$ cat src/include/jtlt_pkg.sv
// Package of constants and types for the transmit link timing block
package jtlt_pkg;
   // Clock rate in kHz (125 MHz)
   localparam int unsigned CLK_KHZ        = 125000;
   // Multiframe length in sample cycles
   localparam int unsigned MF_CYC         = 32;
   localparam logic [5:0]  MF_LAST        = 6'h1f;
   localparam int unsigned SYNC_WAIT_MF   = 4;
   localparam logic [2:0]  SYNC_WAIT_LAST = 3'h3;
   localparam int unsigned CGS_MIN_MF     = 1;
   // Bit period denominator factor
   localparam int unsigned UI_FACTOR      = 20;
   // Wake and lock times in ns
   localparam int unsigned T_STBY_NS      = 2000;
   localparam int unsigned T_PDWN_NS      = 375000;
   localparam int unsigned T_LINK_NS      = 250000;
   localparam int unsigned T_LOCK_NS      = 26000;
   localparam int unsigned STBY_CYC       = T_STBY_NS * (CLK_KHZ / 1000) / 1000;
   localparam int unsigned PDWN_CYC       = T_PDWN_NS * (CLK_KHZ / 1000) / 1000;
   localparam int unsigned LINK_CYC       = T_LINK_NS * (CLK_KHZ / 1000) / 1000;
   localparam int unsigned LOCK_CYC       = T_LOCK_NS * (CLK_KHZ / 1000) / 1000;
   // Latency tables, index is mode minus one
   localparam logic [5:0] LAT4 [4] = '{6'h1f, 6'h2a, 6'h1e, 6'h24};
   localparam logic [5:0] LAT2 [4] = '{6'h1f, 6'h21, 6'h1e, 6'h1e};
   localparam int unsigned WAKE_W = 17;
   localparam logic [7:0]  K28_5  = 8'hbc;
   localparam logic [7:0]  START_CODE = 8'h1c;
   typedef enum logic [2:0] {JT_OFF, JT_WAIT, JT_CGS, JT_DATA} jtlt_state_t;
endpackage

$ cat src/hdl/jtlt_buf.sv
// Two-entry valid/ready buffer for link characters
`timescale 1ns/1ps
`default_nettype none
module jtlt_buf (
   // Clock, reset and enable
   input  wire logic       ref_clk_i,
   input  wire logic       nrst_i,
   input  wire logic       en_i,
   // Fill side
   input  wire logic       in_valid_i,
   output logic            in_ready_o,
   input  wire logic [8:0] in_data_i,
   // Drain side
   output logic            out_valid_o,
   input  wire logic       out_ready_i,
   output logic [8:0]      out_data_o
);
   typedef struct packed {
      logic [1:0][8:0] mem;
      logic [1:0]      cnt;
   } jtlt_buf_t;
   jtlt_buf_t s_q, s_d;
   logic push, pop;

   // Handshakes come straight from the fill count
   assign in_ready_o  = (s_q.cnt != 2'h2);
   assign out_valid_o = (s_q.cnt != 2'h0);
   assign out_data_o  = s_q.mem[0];
   assign push = in_valid_i & in_ready_o;
   assign pop  = out_valid_o & out_ready_i;

   // Shift-out storage, head always at entry zero
   always_comb begin
      s_d = s_q;
      if (pop) begin
         s_d.mem[0] = s_q.mem[1];
      end
      if (push) begin
         if (s_q.cnt == 2'h0 || (s_q.cnt == 2'h1 && pop)) begin
            s_d.mem[0] = in_data_i;
         end else begin
            s_d.mem[1] = in_data_i;
         end
      end
      s_d.cnt = s_q.cnt + {1'b0, push} - {1'b0, pop};
   end

   always_ff @(posedge ref_clk_i or negedge nrst_i) begin
      if (!nrst_i) begin
         s_q <= '0;
      end else if (en_i) begin
         s_q <= s_d;
      end
   end
endmodule
`default_nettype wire

$ cat src/hdl/jtlt_core.sv
// Transmit link timing: sync, comma phase, trigger latency and wake timers
`timescale 1ns/1ps
`default_nettype none
module jtlt_core
   import jtlt_pkg::*;
(
   // Clock, reset, enable
   input  wire logic       ref_clk_i,
   input  wire logic       nrst_i,
   input  wire logic       clk_en_i,
   // Configuration
   input  wire logic [1:0] rate_mode_i,       // 0..3 = modes one to four
   input  wire logic       four_lane_i,
   input  wire logic       rf_decim_en_i,
   input  wire logic       standby_i,
   input  wire logic       power_down_i,
   // Link control
   input  wire logic       link_sync_request_in_n_i,
   input  wire logic       transmit_trigger_in_i,
   // Character stream
   output logic            char_valid_o,
   input  wire logic       char_ready_i,
   output logic [7:0]      char_data_o,
   output logic            char_is_k_o,
   // Status
   output logic            link_valid_o,
   output logic            dev_ready_o,
   output logic            cfg_error_o,
   output logic            code_group_sync_phase_o
);
   import jtlt_pkg::*;

   // ----------------------------------------------------------------
   // State
   // ----------------------------------------------------------------
   typedef struct packed {
      jtlt_state_t        st;
      logic               sync_d;
      logic [5:0]         mf;
      logic [2:0]         mfcnt;
      logic [5:0]         lat;
      logic               lat_run;
      logic [WAKE_W-1:0]  lock;
      logic [WAKE_W-1:0]  wake;
      logic [WAKE_W-1:0]  lnk;
      logic               stby_d;
      logic               pdwn_d;
      logic               start_pend;
   } jtlt_core_t;
   jtlt_core_t s_q, s_d;

   logic       push, in_ready, locked, woke, link_up, lat_done;
   logic [8:0] push_data, out_data;
   logic [5:0] lat_tgt;

   // Lane bit period is L/(UI_FACTOR*M*fs); it is set by the serializer, not here
   assign lat_tgt = four_lane_i ? LAT4[rate_mode_i] : LAT2[rate_mode_i];
   // Modes three and four without the decimator are flagged, not corrected
   assign cfg_error_o = rate_mode_i[1] & ~rf_decim_en_i;
   assign locked  = (s_q.lock >= WAKE_W'(LOCK_CYC));
   assign woke    = (s_q.wake == '0);
   assign link_up = (s_q.lnk == '0);
   // Ready stays low while asleep; the registered levels are used so that no
   // pulse slips out in the cycle before the wake timer loads
   assign dev_ready_o  = locked & woke & ~s_q.stby_d & ~s_q.pdwn_d;
   assign link_valid_o = dev_ready_o & link_up;
   assign code_group_sync_phase_o = (s_q.st == JT_CGS);

   // ----------------------------------------------------------------
   // Next state
   // ----------------------------------------------------------------
   always_comb begin
      s_d = s_q;
      push = 1'b0;
      push_data = 9'h000;
      lat_done = 1'b0;
      s_d.sync_d = link_sync_request_in_n_i;
      s_d.stby_d = standby_i;
      s_d.pdwn_d = power_down_i;
      s_d.mf = (s_q.mf == MF_LAST) ? 6'h00 : s_q.mf + 6'h01;
      // Lock counter counts once up to LOCK_CYC and only holds while the sample clock is held off
      if (!locked) begin
         s_d.lock = s_q.lock + WAKE_W'(1);
      end
      // Wake timers load on leaving standby or power-down
      if (s_q.wake != '0) begin
         s_d.wake = s_q.wake - WAKE_W'(1);
      end
      if (s_q.lnk != '0) begin
         s_d.lnk = s_q.lnk - WAKE_W'(1);
      end
      if (s_q.stby_d && !standby_i) begin
         s_d.wake = WAKE_W'(STBY_CYC);
      end
      if (s_q.pdwn_d && !power_down_i) begin
         s_d.wake = WAKE_W'(PDWN_CYC);
         s_d.lnk  = WAKE_W'(LINK_CYC);
      end
      if (standby_i || power_down_i) begin
         s_d.st = JT_OFF;
      end
      // Trigger latency counter, started by a sampled trigger
      if (transmit_trigger_in_i && s_q.st == JT_DATA) begin
         s_d.lat_run = 1'b1;
         s_d.lat = 6'h01;
      end else if (s_q.lat_run) begin
         s_d.lat = s_q.lat + 6'h01;
         if (s_q.lat == lat_tgt - 6'h01) begin
            s_d.lat_run = 1'b0;
            lat_done = 1'b1;
         end
      end
      case (s_q.st)
         JT_OFF: begin
            if (link_valid_o && !standby_i && !power_down_i) begin
               s_d.st = JT_DATA;
            end
         end
         JT_WAIT: begin
            // Count whole multiframes from the falling edge of the request
            if (s_q.mf == MF_LAST) begin
               s_d.mfcnt = s_q.mfcnt + 3'h1;
               if (s_q.mfcnt == SYNC_WAIT_LAST) begin
                  s_d.st = JT_CGS;
                  s_d.mfcnt = 3'h0;
               end
            end
         end
         JT_CGS: begin
            push = 1'b1;
            push_data = {1'b1, K28_5};
            if (in_ready && s_q.mf == MF_LAST) begin
               s_d.mfcnt = 3'h1;
            end
            // Leave only after a full multiframe and the receiver release
            if (s_q.mfcnt != 3'h0 && link_sync_request_in_n_i) begin
               s_d.st = JT_DATA;
            end
         end
         default: begin
            if (s_q.start_pend) begin
               push = 1'b1;
               push_data = {1'b1, START_CODE};
               if (in_ready) begin
                  s_d.start_pend = 1'b0;
               end
            end
         end
      endcase
      // Set after the push clears, so a count ending as an older start code
      // leaves does not lose the new one
      if (lat_done) begin
         s_d.start_pend = 1'b1;
      end
      // A fresh sync request restarts the link from any state except JT_OFF
      if (s_q.sync_d && !link_sync_request_in_n_i && s_q.st != JT_OFF) begin
         s_d.st = JT_WAIT;
         s_d.mf = 6'h00;
         s_d.mfcnt = 3'h0;
      end
   end

   always_ff @(posedge ref_clk_i or negedge nrst_i) begin
      if (!nrst_i) begin
         s_q <= '{st: JT_OFF, sync_d: 1'b1, default: '0};
      end else if (clk_en_i) begin
         s_q <= s_d;
      end
   end

   // ----------------------------------------------------------------
   // Output buffer, a receiver stall holds up to three start codes (two here, one pending) and loses later ones; commas pushed while it is full are dropped
   // ----------------------------------------------------------------
   jtlt_buf u_buf (
      .ref_clk_i   (ref_clk_i),
      .nrst_i      (nrst_i),
      .en_i        (clk_en_i),
      .in_valid_i  (push),
      .in_ready_o  (in_ready),
      .in_data_i   (push_data),
      .out_valid_o (char_valid_o),
      .out_ready_i (char_ready_i),
      .out_data_o  (out_data)
   );
   assign char_data_o = out_data[7:0];
   assign char_is_k_o = out_data[8];
endmodule
`default_nettype wire

$ cat config.mk
export PLATFORM = sky130hd
export DESIGN_NAME = jtlt_core
export DESIGN_NICKNAME = d
export VERILOG_FILES = /design/src/include/jtlt_pkg.sv /design/src/hdl/jtlt_buf.sv /design/src/hdl/jtlt_core.sv
export SDC_FILE = /design/constraint.sdc
export NUM_CORES = 1
export LEC_CHECK = 0
export BUFFER_PORTS_ARGS = -buffer_cell sky130_fd_sc_hd__buf_2
export CAP_MARGIN = 20
export CORE_MARGIN = 4
export CORE_UTILIZATION = 50
export DETAILED_ROUTE_END_ITERATION = 8
export GPL_TIMING_DRIVEN = 0
export PLACE_DENSITY = 0.76
export SYNTH_ARGS = -nofsm -noshare
export SYNTH_HDL_FRONTEND = slang
export SYNTH_SLANG_ARGS = --single-unit
$ cat constraint.sdc
create_clock -name ref_clk_i -period 3 [get_ports ref_clk_i]
set_input_delay 0.9 -clock ref_clk_i [delete_from_list [all_inputs] [get_ports ref_clk_i]]
set_output_delay 0.9 -clock ref_clk_i [all_outputs]
set_load 0.05 [all_outputs]
# Yosys cells after proc, flatten, opt, wreduce, memory -nomap -nowiden
# Index checks and enable logic that the tools add are counted.
# W data, S select, Z words.
# word_totals
latchBits	0
wordCells	128
memories	0
reg_bits	94
input_bits	12
mem_bits_rw	0
rom_bits	0
out_inout_bits	14
# op_classes
mul	0
add_sub_neg	9
n_shift	0
n_mux	41
div_mod_pow	0
n_reduce_logical	37
magnitude_cmp	2
eq_ne	11
n_bitwise	13
# ops
operator	count
$mux W17	3
$mux W9	5
$mux W6	6
$logic_not A17 Y1	2
$mux W34	1
$reduce_bool A17 Y1	2
$sub A17 B1 Y17 const B	2
$mux W3	9
$bmux W6 S2	2
$pmux W9 S2	1
$add A17 B1 Y17 const B	1
$ge A17 B12 Y1 const B	1
$mux W7	2
$add A6 B1 Y6 const B	2
$reduce_bool A3 Y1	4
$logic_and A1 B1 Y1	10
$reduce_and A2 Y1	5
$eq A3 B2 Y1 const B	3
$mux W1	9
$pmux W3 S3	1
$and A1 B1 Y1	7
$eq A6 B5 Y1 const B	1
$eq A6 B6 Y1	1
$pmux W3 S2	1
other kinds (23)	32

# Logic depth before layout (Yosys ltp)
# Gate-level depths: netlist of run 1.
# logic_depth
word_depth	12
mapped_depth	9
depth_no_buf	8

# Cells and area by module
# A second synthesis of run 1 with hierarchy kept.
# unflattened
hier_cells	553
hier_area_um2	5176.2
# by_module_without_submodules
mod	area_per_inst_um2	seq_area_each_um2	instances	cells_per_inst
jtlt_core	4155.2	1853.0	1	468
jtlt_buf	1021.0	500.5	1	85

# Worst setup path after synthesis of run 1
# Ideal clock, no wire load.
# synth_timing
kind	reg2out
startpoint	register s_q[20] (netlist bit)
endpoint	output link_valid_o
arrival_ps	3016
t_required_ps	2100
slack_ps	-916
path_stages_with_launch	7
cell_sequence	dfrtp_1 inv_1 ha_1 nor4b_1 nand4_4 a2111oi_2 and2_1
# synth_between
elab_chain_cells	5
# synth_lines
item	line	rtl
start: declaration	jtlt_core.sv:50	jtlt_core_t s_q, s_d;
start signal: assignment	jtlt_core.sv:165	s_q <= '{st: JT_OFF, sync_d: 1'b1, default: '0};
start signal: assignment	jtlt_core.sv:167	s_q <= s_d;
$logic_not A17 Y1	jtlt_core.sv:61	assign woke = (s_q.wake == '0);
$and A1 B1 Y1 (3 in series)	jtlt_core.sv:65	assign dev_ready_o = locked & woke & ~s_q.stby_d & ~s_q.pdwn_d;
named net dev_ready_o	jtlt_core.sv:27	output logic dev_ready_o,
$and A1 B1 Y1	jtlt_core.sv:66	assign link_valid_o = dev_ready_o & link_up;
end: declaration	jtlt_core.sv:26	output logic link_valid_o,
# The timed path passes the listed nets, and every way through them passes these cells.

# Worst setup path after layout of run 1
# layout_timing
startpoint	register s_q[37] (netlist bit)
endpoint	output link_valid_o
# layout_between
elab_chain_cells	5
# layout_lines
item	line	rtl
$ge A17 B12 Y1	jtlt_core.sv:60	assign locked = (s_q.lock >= WAKE_W'(LOCK_CYC));
$and A1 B1 Y1 (3 in series)	jtlt_core.sv:65	
$and A1 B1 Y1	jtlt_core.sv:66	
# No other way between the ends.

==> key figures, run 1 <==
Synthesis
  • Syn. warnings: 0
  • Number of unique standard cell types used by synthesis: 67
  • Share of synthesized area occupied by flip-flops and latches: 0.448
  • Gate count of the mapped netlist: 530
  • Synth Register Bits: 87
  • Cell area after synthesis: 0.00486 mm^2
  • Most common library cells after synthesis: dfrtp_1 (86), nand2_1 (51), o21ai_0 (49)
  • Leading register cell type out of synthesis: dfrtp_1
  • Share of Yosys cell area claimed by the top area cell type: 0.443
  • Avg Inst Size Synth: 9.17 um^2
  • Dominant cell type by area after synthesis: dfrtp_1
  • Most numerous cell in the Yosys netlist: dfrtp_1
  • Cell types with the largest area share after synthesis: dfrtp_1 (44%), o21ai_0 (5.0%), nand2_1 (3.9%)
  • Number of nets produced by synthesis: 554
  • Ys async rst share: 1.00
  • Number of enable-type register cells in the synthesized netlist: 0

Min path
  • Path category of the worst min-delay check: reg2reg
  • Hold wc startpoint: s_q[51]

Placement
  • Placement Cell Area: 0.00518 mm^2
  • Last weighted congestion value of the routability-driven placer: 0.879
  • Number of buffers inserted by port buffering: 21
  • Placed wire-length estimate after detailed placement: 7890 um

Setup path
  • Worst Path Class, Setup: reg2out
  • Max incr delay on CP: 0.46 ns
  • Worst Setup Start Kind: flop
  • Crit path required time: 2.10 ns
  • Critical-path cell with the highest stage delay: a2111oi_4
  • Worst Setup SP: s_q[37]
  • R2R Path Start: s_q[71]
  • Cells along the critical path: inv_2 -> ha_4 -> nor4_2 -> or3_4 -> a2111oi_4 -> and2_4 -> buf_8
  • Data arrival, critical path: 2.19 ns
  • Maximum fanout along the worst path: 3
  • CP endpoint kind: output port

Clock network
  • Clock tree buffer depth: 2
  • CTS buffer count: 9
  • Clk Latency, worst-skew pair: 0.36 ns
  • Clock transition at the register clock pins on the worst setup and hold paths after CTS: 0.09 ns
  • Root Buffer Master: clkbuf_8
  • Clock sink count: 87
  • Number of levels the H-tree was split into: 3
  • Post-cts hold buffer count: 0
  • TritonCTS clock tree: yes

Timing
  • Min setup slack post-route: -0.0908 ns
  • Max Slew Vio Count: 0
  • Fin Clk Skew: 0.0124 ns
  • Tightest hold margin: 0.464 ns
  • Final critical delay including setup and external delays: 3.09 ns
  • Final count of hold timing violations: 0
  • Relative slew slack: 0.361
  • Period Utilization, post-route: 1.03
  • Final setup vio count: 2
  • Maximum clock rate: 0.324 GHz
  • Setup repair after global routing missed its margin: true
  • Transition at the pin with the smallest max-transition slack: 0.957 ns

Finish
  • Layout-stage area growth over the synthesis result: 15.7%
  • Proportion of layout cells with a drive suffix above 1: 0.173
  • Fill cells: 845
  • Number of nets in the final layout: 603
  • Number of antenna diodes: 0
  • Post-route cell area: 0.00562 mm^2

Run
  • Max-cap violation count: 0

Route
  • Number of vias per cell after detailed routing: 5.83
  • Routed wire length per instance: 15.7 um
  • Number of routed nets with antenna violations: 0
  • Router iterations before antenna repair: 5
  • First-iteration detailed-routing DRC count: 250
  • Number of DRC violations after detailed routing: 0
  • Via count of the routed design: 4159
  • Total detailed-routing wirelength: 11200 um

Run status
  • Result of the run: complete, but fails checks
  • Violated checks: setup timing

GRT
  • Number of global-route vias before repair: 4169
  • Largest net degree at the start of global routing: 46
  • Global-route wire length before repair: 19200 um
  • Overall overflow remaining after global route: 0
  • Initial antenna violation count: 0
  • Tot GR Track Use: 0.206

Floorplan
  • Die outline width: 107 um
  • Std cell rows: 35
  • Die height: 107 um
  • Core Area: 0.00937 mm^2
  • Initial Utilization: 0.519
  • Die ar.: 0.0114 mm^2
  • IO Count: 26

Pwr
  • LEAKAGE: 0.00248 uW
  • Peak supply drop: 0.338 mV
  • Power per cell area: 623 mW/mm^2
layout make-up:
type / instances / area (um^2) / area share
plain buffers: 34 / 161 / 0.0287
clock inverters: 6 / 91.3 / 0.0163
well taps: 129 / 161 / 0.0287
multi-input cells: 388 / 2540 / 0.452
clock buffers: 10 / 128 / 0.0227
repair buffers: 38 / 275 / 0.0490
flip-flops and latches: 87 / 2180 / 0.388
inverters: 21 / 78.8 / 0.0140
per-layer routing:
metal	global-route usage	vias to the layer above	routed length, um
li1	-	1989	-
met1	0.273	2042	4890
met3	0.0427	12	567
met5	0	-	0
met2	0.343	116	5640
met4	0.0584	0	131
worst max-delay path, delay by kind of cell (launching register included):
family                   cells  cell delay (ns)
buffers and inverters        2             0.21
flip-flops                   1             0.42
AO/OA/AOI/OAI                1             0.46
adder cells (fa/ha/maj)      1             0.12
AND/OR/NAND/NOR              3             0.62
timing repair:
action,CTS,global route
gates resized for setup,19,5
setup endpoints to repair,2,5
buffers inserted,6,10
pin swaps,4,6
state kept, by name (all words and copies together) (netlist names):
signal	cells
s_q	74
u_buf.out_data_o	9
u_buf.s_q	4
logic make-up after synthesis:
group,Yosys count,share of synthesized area
buffers and inverters,55,0.0494
flip-flops,87,0.448
adder cells (fa/ha/maj),12,0.0309
AO/OA/AOI/OAI,142,0.188
AND/OR/NAND/NOR,204,0.227
multiplexers,7,0.0154
XOR/XNOR,23,0.0415
path summary, 6_finish.rpt:
path | end | slack (ns) | depth (start not counted)
max | link_valid_o | -0.09 | 7
min | s_q[51] | 0.46 | 1
max reg2reg | s_q[63] | 0.62 | 5
min reg2reg | s_q[51] | 0.46 | 1
max in group asynchronous | s_q[70] | 1.80 | 2
min in group asynchronous | s_q[42] | 0.52 | 1
stage by stage:
stage,util,power (uW),TNS (ns),cells,setup WS [ns]
6_report,0.600,3500,-0.147,713,-0.0908
5_1_grt,0.600,3750,-0.294,713,-0.164
4_1_cts,0.590,3470,-0.295,703,-0.171
3_5_place_dp,0.553,2490,-0.939,681,-0.344
3_3_place_gp,0.550,2430,-0.667,680,-0.282
2_1_floorplan,-,2240,-0.101,530,-0.101
power breakdown:
group / internal, uW / switching (uW) / leakage, uW / total [uW]
Clock: 476 / 431 / 0.000111 / 906
Combinational: 406 / 558 / 0.00129 / 964
Sequential: 1390 / 244 / 0.00108 / 1630
Total: 2270 / 1230 / 0.00248 / 3500
cells in the final DEF (no fill, tap or decap), drive strengths merged, types with 8 or more instances in the layout:
cell type / instances
dfrtp: 86
nand2: 51
o21ai: 51
buf: 51
nor2: 41
a21oi: 33
clkbuf: 31
nand3: 24
inv: 23
xor2: 18
nor3: 16
ha: 12
and2: 11
nand4: 9
nand2b: 8
a31oi: 8
a22o: 8
nor4: 8
No activity file was read; power rests on OpenSTA's default activity.
==> run 2, diff against run 1 <==
--- a/config.mk
+++ b/config.mk
@@ -9,6 +9,7 @@
 export CAP_MARGIN = 20
 export CORE_MARGIN = 4
 export CORE_UTILIZATION = 50
+export CTS_BUF_LIST = sky130_fd_sc_hd__clkbuf_16
 export DETAILED_ROUTE_END_ITERATION = 8
 export GPL_TIMING_DRIVEN = 0
 export PLACE_DENSITY = 0.76
==> run 2 against run 1 <==
Net effect:
- the run still ends with setup timing left
- non-clock buffer count decreased by 1
- die area unchanged
- utilization increased by 0.95 points
- final cell count decreased by 0.14%
- critical path depth unchanged
- sequential share of layout area decreased by 0.60 points
- via count increased by 0.91%
- register-to-register slack got worse by 0.02 ns
- wire length increased by 2.4%
- highest routed layer unchanged
- clock power increased by 34%
- sequential power about the same
==> key figures, run 2 (synthesis gave the netlist of run 1 again) <==
Run status
  • Result of the run: complete, but fails checks (unchanged)
  • Violated checks: setup timing (unchanged)

Setup path
  • Cells along the critical path: inv_2 -> ha_4 -> nor4_2 -> or3_4 -> a2111oi_4 -> and2_4 -> buf_8 (unchanged)
  • Crit path required time: 2.10 ns (about the same)
  • Cell class contributing the biggest share of worst-path delay: simple AND/OR/NAND/NOR gates (unchanged)
  • Critical-path cell with the highest stage delay: a2111oi_4 (unchanged)
  • Buffers and inverters on the worst path: 2 (unchanged)
  • Worst Path Class, Setup: reg2out (unchanged)
  • Maximum fanout along the worst path: 3 (unchanged)
  • Max incr delay on CP: 0.46 ns (about the same)
  • Worst Setup Start Kind: flop (unchanged)
  • CP endpoint kind: output port (unchanged)
  • Data arrival, critical path: 2.16 ns (was 2.19 ns)

Clock network
  • Clk Latency, worst-skew pair: 0.34 ns (was 0.36 ns)
  • Clock transition at the register clock pins on the worst setup and hold paths after CTS: 0.07 ns (was 0.09 ns)
  • Root Buffer Master: clkbuf_16 (was clkbuf_8)
  • Clock sink count: 87 (unchanged)
  • Clock tree buffer depth: 2 (unchanged)
  • TritonCTS clock tree: yes (unchanged)
  • Number of levels the H-tree was split into: 3 (unchanged)
  • CTS buffer count: 9 (unchanged)

Timing
  • Relative slew slack: 0.353 (was 0.361)
  • Tightest hold margin: 0.458 ns (was 0.464 ns)
  • Setup repair after global routing missed its margin: true (unchanged)
  • Final count of hold timing violations: 0 (unchanged)
  • Maximum clock rate: 0.327 GHz (was 0.324 GHz)
  • Min setup slack post-route: -0.0616 ns (was -0.0908 ns)
  • Fin Clk Skew: 0.00951 ns (was 0.0124 ns)
  • Period Utilization, post-route: 1.02 (was 1.03)
  • Max Slew Vio Count: 0 (unchanged)
  • Final setup vio count: 2 (unchanged)
  • Final critical delay including setup and external delays: 3.06 ns (was 3.09 ns)
  • Total negative slack for setup checks: -0.0882 ns (was -0.147 ns)
  • Transition at the pin with the smallest max-transition slack: 0.969 ns (was 0.957 ns)

Finish
  • Fill cells: 829 (was 845)
  • Most frequent standard cell in the layout excluding fill and tap cells: dfrtp_1 (unchanged)
  • Most frequent cells in the layout: dfrtp_1 (83), nand2_1 (51), o21ai_0 (49), nor2_1 (41), a21oi_1 (33) (unchanged)
  • Number of nets in the final layout: 602 (was 603)
  • Number of flip-flops under the largest register name: 74 (unchanged)
  • Number of antenna diodes: 0 (unchanged)
  • Register name with the most flops: s_q (unchanged)
  • Proportion of layout cells with a drive suffix above 1: 0.172 (was 0.173)
  • Layout-stage area growth over the synthesis result: 17.5% (was 15.7%)

Placement
  • Last weighted congestion value of the routability-driven placer: 0.879 (unchanged)
  • Number of buffers inserted by port buffering: 21 (unchanged)
  • Post-placement setup slack: -0.344 ns (unchanged)
  • Placed wire-length estimate after detailed placement: 7890 um (unchanged)

Route
  • First-iteration detailed-routing DRC count: 295 (was 250)
  • Met3 wire len: 739 um (was 567 um)
  • Routed wire length per instance: 16.2 um (was 15.7 um)
  • Total detailed-routing wirelength: 11500 um (was 11200 um)
  • Via count of the routed design: 4197 (was 4159)
  • Router iterations before antenna repair: 5 (unchanged)
  • Sum of routed wire segments on met1: 4880 um (was 4890 um)
  • Number of vias per cell after detailed routing: 5.89 (was 5.83)
  • Max layer used: met4 (unchanged)
  • Number of DRC violations after detailed routing: 0 (unchanged)
  • Number of routed nets with antenna violations: 0 (unchanged)
  • Met2 routed WL: 5740 um (was 5640 um)

Pwr
  • P_int: 2520 uW (was 2270 uW)
  • Switching portion of total power: 0.336 (was 0.352)
  • Total power of the final layout: 3800 uW (was 3500 uW)
  • Relative contribution of combinational cells to total power: 0.252 (was 0.275)
  • LEAKAGE: 0.00253 uW (was 0.00248 uW)
  • Peak supply drop: 0.345 mV (was 0.338 mV)
  • Share of power burned in registers: 0.430 (was 0.466)
  • NetSw: 1280 uW (was 1230 uW)
  • Power per cell area: 666 mW/mm^2 (was 623 mW/mm^2)
  • Clk network pwr share: 0.318 (was 0.259)

Floorplan
  • Initial Utilization: 0.519 (unchanged)
  • Die ar.: 0.0114 mm^2 (unchanged)
  • Core Area: 0.00937 mm^2 (unchanged)
  • Die outline width: 107 um (unchanged)
  • Std cell rows: 35 (unchanged)
  • IO Count: 26 (unchanged)
  • Die height: 107 um (unchanged)

Min path
  • Path category of the worst min-delay check: reg2reg (unchanged)

GRT
  • Initial antenna violation count: 0 (unchanged)
  • Largest net degree at the start of global routing: 46 (unchanged)
  • Number of global-route vias before repair: 4234 (was 4169)
  • Tot GR Track Use: 0.211 (was 0.206)
  • Global-route wire length before repair: 19600 um (was 19200 um)
  • Overall overflow remaining after global route: 0 (unchanged)

Run
  • Max-cap violation count: 0 (unchanged)
[run 2: changes by cell type in the layout (fill, tap and decap cells not counted), sizes merged]
cell	previous run	this run
inv	23	24
buf	51	50
clkbuf	31	30
[run 2: power by group through the flow]
| stage | logic, uW | clock network [uW] | registers, uW |
|---|---|---|---|
| 2_1_floorplan | 659 | 0 | 1580 |
| 3_3_place_gp | 804 | 0 | 1630 |
| 3_5_place_dp | 854 | 0 | 1640 |
| 4_1_cts | 922 | 1220 | 1630 |
| 5_1_grt | 1080 | 1280 | 1670 |
| 6_report | 956 | 1210 | 1630 |
[run 2: through the flow]
stage | cell area [um^2] | utilization | std cells
floorplan | 4890 | - | 530
global placement | 5150 | 0.550 | 680
detailed placement | 5180 | 0.553 | 681
CTS | 5630 | 0.601 | 703
global route | 5710 | 0.609 | 712
finish | 5710 | 0.609 | 712
[run 2: final timing paths]
kind	depth (start not counted)	from	end	slack, ns
worst max-delay path	7	s_q[37]	link_valid_o	-0.06
worst min-delay path	1	s_q[51]	s_q[51]	0.46
worst max register to register	5	s_q[73]	s_q[63]	0.60
worst min register to register	1	s_q[51]	s_q[51]	0.46
max in group asynchronous	2	nrst_i	s_q[70]	1.77
min in group asynchronous	1	nrst_i	s_q[41]	0.55
[run 2: what timing repair did]
item,4_1_cts,5_1_grt
hold endpoints to repair,0,0
buffers inserted,6,9
hold buffers,0,0
resized for setup,19,5
endpoints found under the setup margin,2,5
pin swaps,5,4
[run 2: area by class of cell]
type                    instances  area [um^2]  area share
plain buffers                  34          161      0.0283
clock buffers                   9          225      0.0394
clock inverters                 7         95.1      0.0167
inverters                      21         78.8      0.0138
multi-input cells             388         2540       0.444
flip-flops and latches         87         2180       0.382
well taps                     129          161      0.0283
repair buffers                 37          268      0.0469
[run 2: per-layer routing]
| metal | global-route usage | vias to the layer above |
|---|---|---|
| met1 | 0.276 | 2056 |
| met4 | 0.0603 | 0 |
| li1 | - | 1979 |
| met2 | 0.354 | 146 |
| met3 | 0.0446 | 16 |
| met5 | 0 | - |
==> run 3, diff against run 2 <==
--- a/config.mk
+++ b/config.mk
@@ -8,11 +8,11 @@
 export BUFFER_PORTS_ARGS = -buffer_cell sky130_fd_sc_hd__buf_2
 export CAP_MARGIN = 20
 export CORE_MARGIN = 4
-export CORE_UTILIZATION = 50
+export CORE_UTILIZATION = 60
 export CTS_BUF_LIST = sky130_fd_sc_hd__clkbuf_16
 export DETAILED_ROUTE_END_ITERATION = 8
 export GPL_TIMING_DRIVEN = 0
-export PLACE_DENSITY = 0.76
+export PLACE_DENSITY = 0.87
 export SYNTH_ARGS = -nofsm -noshare
 export SYNTH_HDL_FRONTEND = slang
 export SYNTH_SLANG_ARGS = --single-unit
==> run 3 against run 2 <==
Net effect:
- the run still ends with setup timing left
- maximum frequency increased by 1.7%
- final area decreased by 2.1%
- non-clock buffer count decreased by 3
- combinational power decreased by 2%
- global-route usage increased by 3.1 points
- final cell count decreased by 4.2%
- sequential cell count unchanged
- sequential share of layout area increased by 0.76 points
- clock skew decreased by 0.0027 ns
- largest power group unchanged
==> key figures, run 3 (synthesis gave the netlist of run 1 again) <==
Setup path
  • End of the worst register-to-register path: s_q[63] (unchanged)
  • Reg-to-reg setup timing slack: 0.60 ns (about the same)
  • Worst Path Class, Setup: reg2out (unchanged)
  • Worst Setup Start Kind: flop (unchanged)
  • Data arrival, critical path: 2.11 ns (was 2.16 ns)
  • Crit path required time: 2.10 ns (about the same)
  • Worst reg2reg path depth: 5 (unchanged)
  • CP endpoint kind: output port (unchanged)
  • R2R Path Start: s_q[73] (unchanged)
  • Maximum fanout along the worst path: 3 (unchanged)

Clock network
  • Clock tree buffer depth: 2 (unchanged)
  • Root Buffer Master: clkbuf_16 (unchanged)
  • Clock sink count: 87 (unchanged)
  • Number of levels the H-tree was split into: 3 (unchanged)
  • Clk Latency, worst-skew pair: 0.33 ns (was 0.34 ns)
  • Clock transition at the register clock pins on the worst setup and hold paths after CTS: 0.06 ns (was 0.07 ns)
  • CTS buffer count: 9 (unchanged)
  • TritonCTS clock tree: yes (unchanged)

Placement
  • Placement Cell Area: 0.00515 mm^2 (was 0.00518 mm^2)
  • Cell Count Post-Placement: 654 (was 681)
  • Placed wire-length estimate after detailed placement: 7700 um (was 7890 um)
  • Last weighted congestion value of the routability-driven placer: 0.881 (was 0.879)
  • Post-placement setup slack: -0.350 ns (was -0.344 ns)
  • Number of buffers inserted by port buffering: 21 (unchanged)

Finish
  • Final instance count without filler cells: 682 (was 712)
  • Number of flip-flops under the largest register name: 74 (unchanged)
  • Proportion of layout cells with a drive suffix above 1: 0.155 (was 0.172)
  • Number of antenna diodes: 0 (unchanged)
  • Number of nets in the final layout: 599 (was 602)
  • Layout-stage area growth over the synthesis result: 15.1% (was 17.5%)
  • Final Util: 0.716 (was 0.609)
  • Most frequent standard cell in the layout excluding fill and tap cells: dfrtp_1 (unchanged)
  • Most frequent cells in the layout: dfrtp_1 (85), nand2_1 (51), o21ai_0 (49), nor2_1 (41), a21oi_1 (33) (was dfrtp_1 (83), nand2_1 (51), o21ai_0 (49), nor2_1 (41), a21oi_1 (33))
  • Register name with the most flops: s_q (unchanged)
  • Post-route cell area: 0.00559 mm^2 (was 0.00571 mm^2)

Floorplan
  • IO Count: 26 (unchanged)
  • Die outline width: 98.0 um (was 107 um)
  • Initial Utilization: 0.622 (was 0.519)
  • Core Area: 0.00781 mm^2 (was 0.00937 mm^2)
  • Die ar.: 0.00960 mm^2 (was 0.0114 mm^2)
  • Std cell rows: 32 (was 35)
  • Die height: 98.0 um (was 107 um)

Timing
  • Setup repair after global routing missed its margin: true (unchanged)
  • Period Utilization, post-route: 1.00 (was 1.02)
  • Transition at the pin with the smallest max-transition slack: 0.878 ns (was 0.969 ns)
  • Final count of hold timing violations: 0 (unchanged)
  • Max Slew Vio Count: 0 (unchanged)
  • Final critical delay including setup and external delays: 3.01 ns (was 3.06 ns)
  • Min setup slack post-route: -0.0103 ns (was -0.0616 ns)
  • Maximum clock rate: 0.332 GHz (was 0.327 GHz)
  • Final setup vio count: 1 (was 2)
  • Fin Clk Skew: 0.00681 ns (was 0.00951 ns)
  • Relative slew slack: 0.413 (was 0.353)

Route
  • Number of vias per cell after detailed routing: 6.08 (was 5.89)
  • Router iterations before antenna repair: 5 (unchanged)
  • Routed wire length per instance: 16.8 um (was 16.2 um)
  • Via count of the routed design: 4145 (was 4197)
  • Number of DRC violations after detailed routing: 0 (unchanged)
  • Total detailed-routing wirelength: 11500 um (about the same)
  • Number of routed nets with antenna violations: 0 (unchanged)
  • First-iteration detailed-routing DRC count: 304 (was 295)

Pwr
  • Power per cell area: 638 mW/mm^2 (was 666 mW/mm^2)
  • Total power of the final layout: 3570 uW (was 3800 uW)
  • Peak supply drop: 0.419 mV (was 0.345 mV)
  • LEAKAGE: 0.00249 uW (was 0.00253 uW)

GRT
  • Largest net degree at the start of global routing: 55 (was 46)
  • Tot GR Track Use: 0.242 (was 0.211)
  • Overall overflow remaining after global route: 0 (unchanged)
  • Global-route wire length before repair: 19100 um (was 19600 um)
  • Number of global-route vias before repair: 4071 (was 4234)
  • Initial antenna violation count: 0 (unchanged)

Min path
  • Number of cells on the worst hold path: 1 (unchanged)
  • Hold wc startpoint: s_q[49] (was s_q[51])
  • Path category of the worst min-delay check: reg2reg (unchanged)
  • Hold endpoint: s_q[49] (was s_q[51])

Run status
  • Violated checks: setup timing (unchanged)
  • Result of the run: complete, but fails checks (unchanged)

Run
  • Max-cap violation count: 0 (unchanged)
[run 3: cell count changes in the layout (fill, tap and decap cells not counted), sizes merged]
cell	previous run	this run
clkinv	2	1
clkinvlp	0	2
inv	24	25
buf	50	47
bufinv	2	0
[run 3: worst max-delay path by stage]
stage | endpoint | from | slack [ns]
4_1_cts | link_valid_o | s_q[37] | -0.002
3_3_place_gp | link_valid_o | s_q[3] | -0.31
6_report | link_valid_o | s_q[37] | -0.01
2_1_floorplan | link_valid_o | s_q[37] | -0.10
5_1_grt | link_valid_o | s_q[37] | -0.06
3_5_place_dp | link_valid_o | s_q[3] | -0.35
[run 3: critical path: stages (launching register included)]
cell and delay (ns):
dfrtp_1 0.38, inv_1 0.06, ha_1 0.14, nor4_1 0.05, or3_4 0.37, a2111oi_4 0.41, and2_4 0.21, buf_8 0.14
[run 3: timing repair]
item | 4_1_cts | 5_1_grt
resized for setup | 14 | 7
pin swaps | 5 | 2
hold buffers | 0 | 0
hold endpoints to repair | 0 | 0
buffers inserted | 11 | 1
setup endpoints to repair | 2 | 5
[run 3: layer usage]
metal / GRT usage / up-vias / wire (um)
li1: - / 1979 / -
met1: 0.314 / 2000 / 4930
met2: 0.408 / 148 / 5760
met3: 0.0443 / 18 / 588
met4: 0.0841 / 0 / 188
met5: 0 / - / 0
[run 3: report_power, final]
part           internal [uW]  total [uW]  switching (uW)
Combinational            383         937             554
Sequential              1390        1650             257
Clock                    547         987             440
Total                   2320        3570            1250
[run 3: cell type report]
cell class              instances  area [um^2]
clock buffers                   9          225
inverters                      21         78.8
plain buffers                  34          161
well taps                     102          128
fillers                       575         2220
multi-input cells             388         2540
clock inverters                 7         35.0
flip-flops and latches         87         2180
repair buffers                 34          245
[run 3: metrics by stage]
step,hold slack [ns],setup TNS [ns]
final,0.461,-0.0103
after global routing,0.487,-0.109
after CTS,0.464,-0.00228
after detailed placement,0.450,-0.799
after global placement,0.441,-0.604
after floorplan,0.430,-0.101
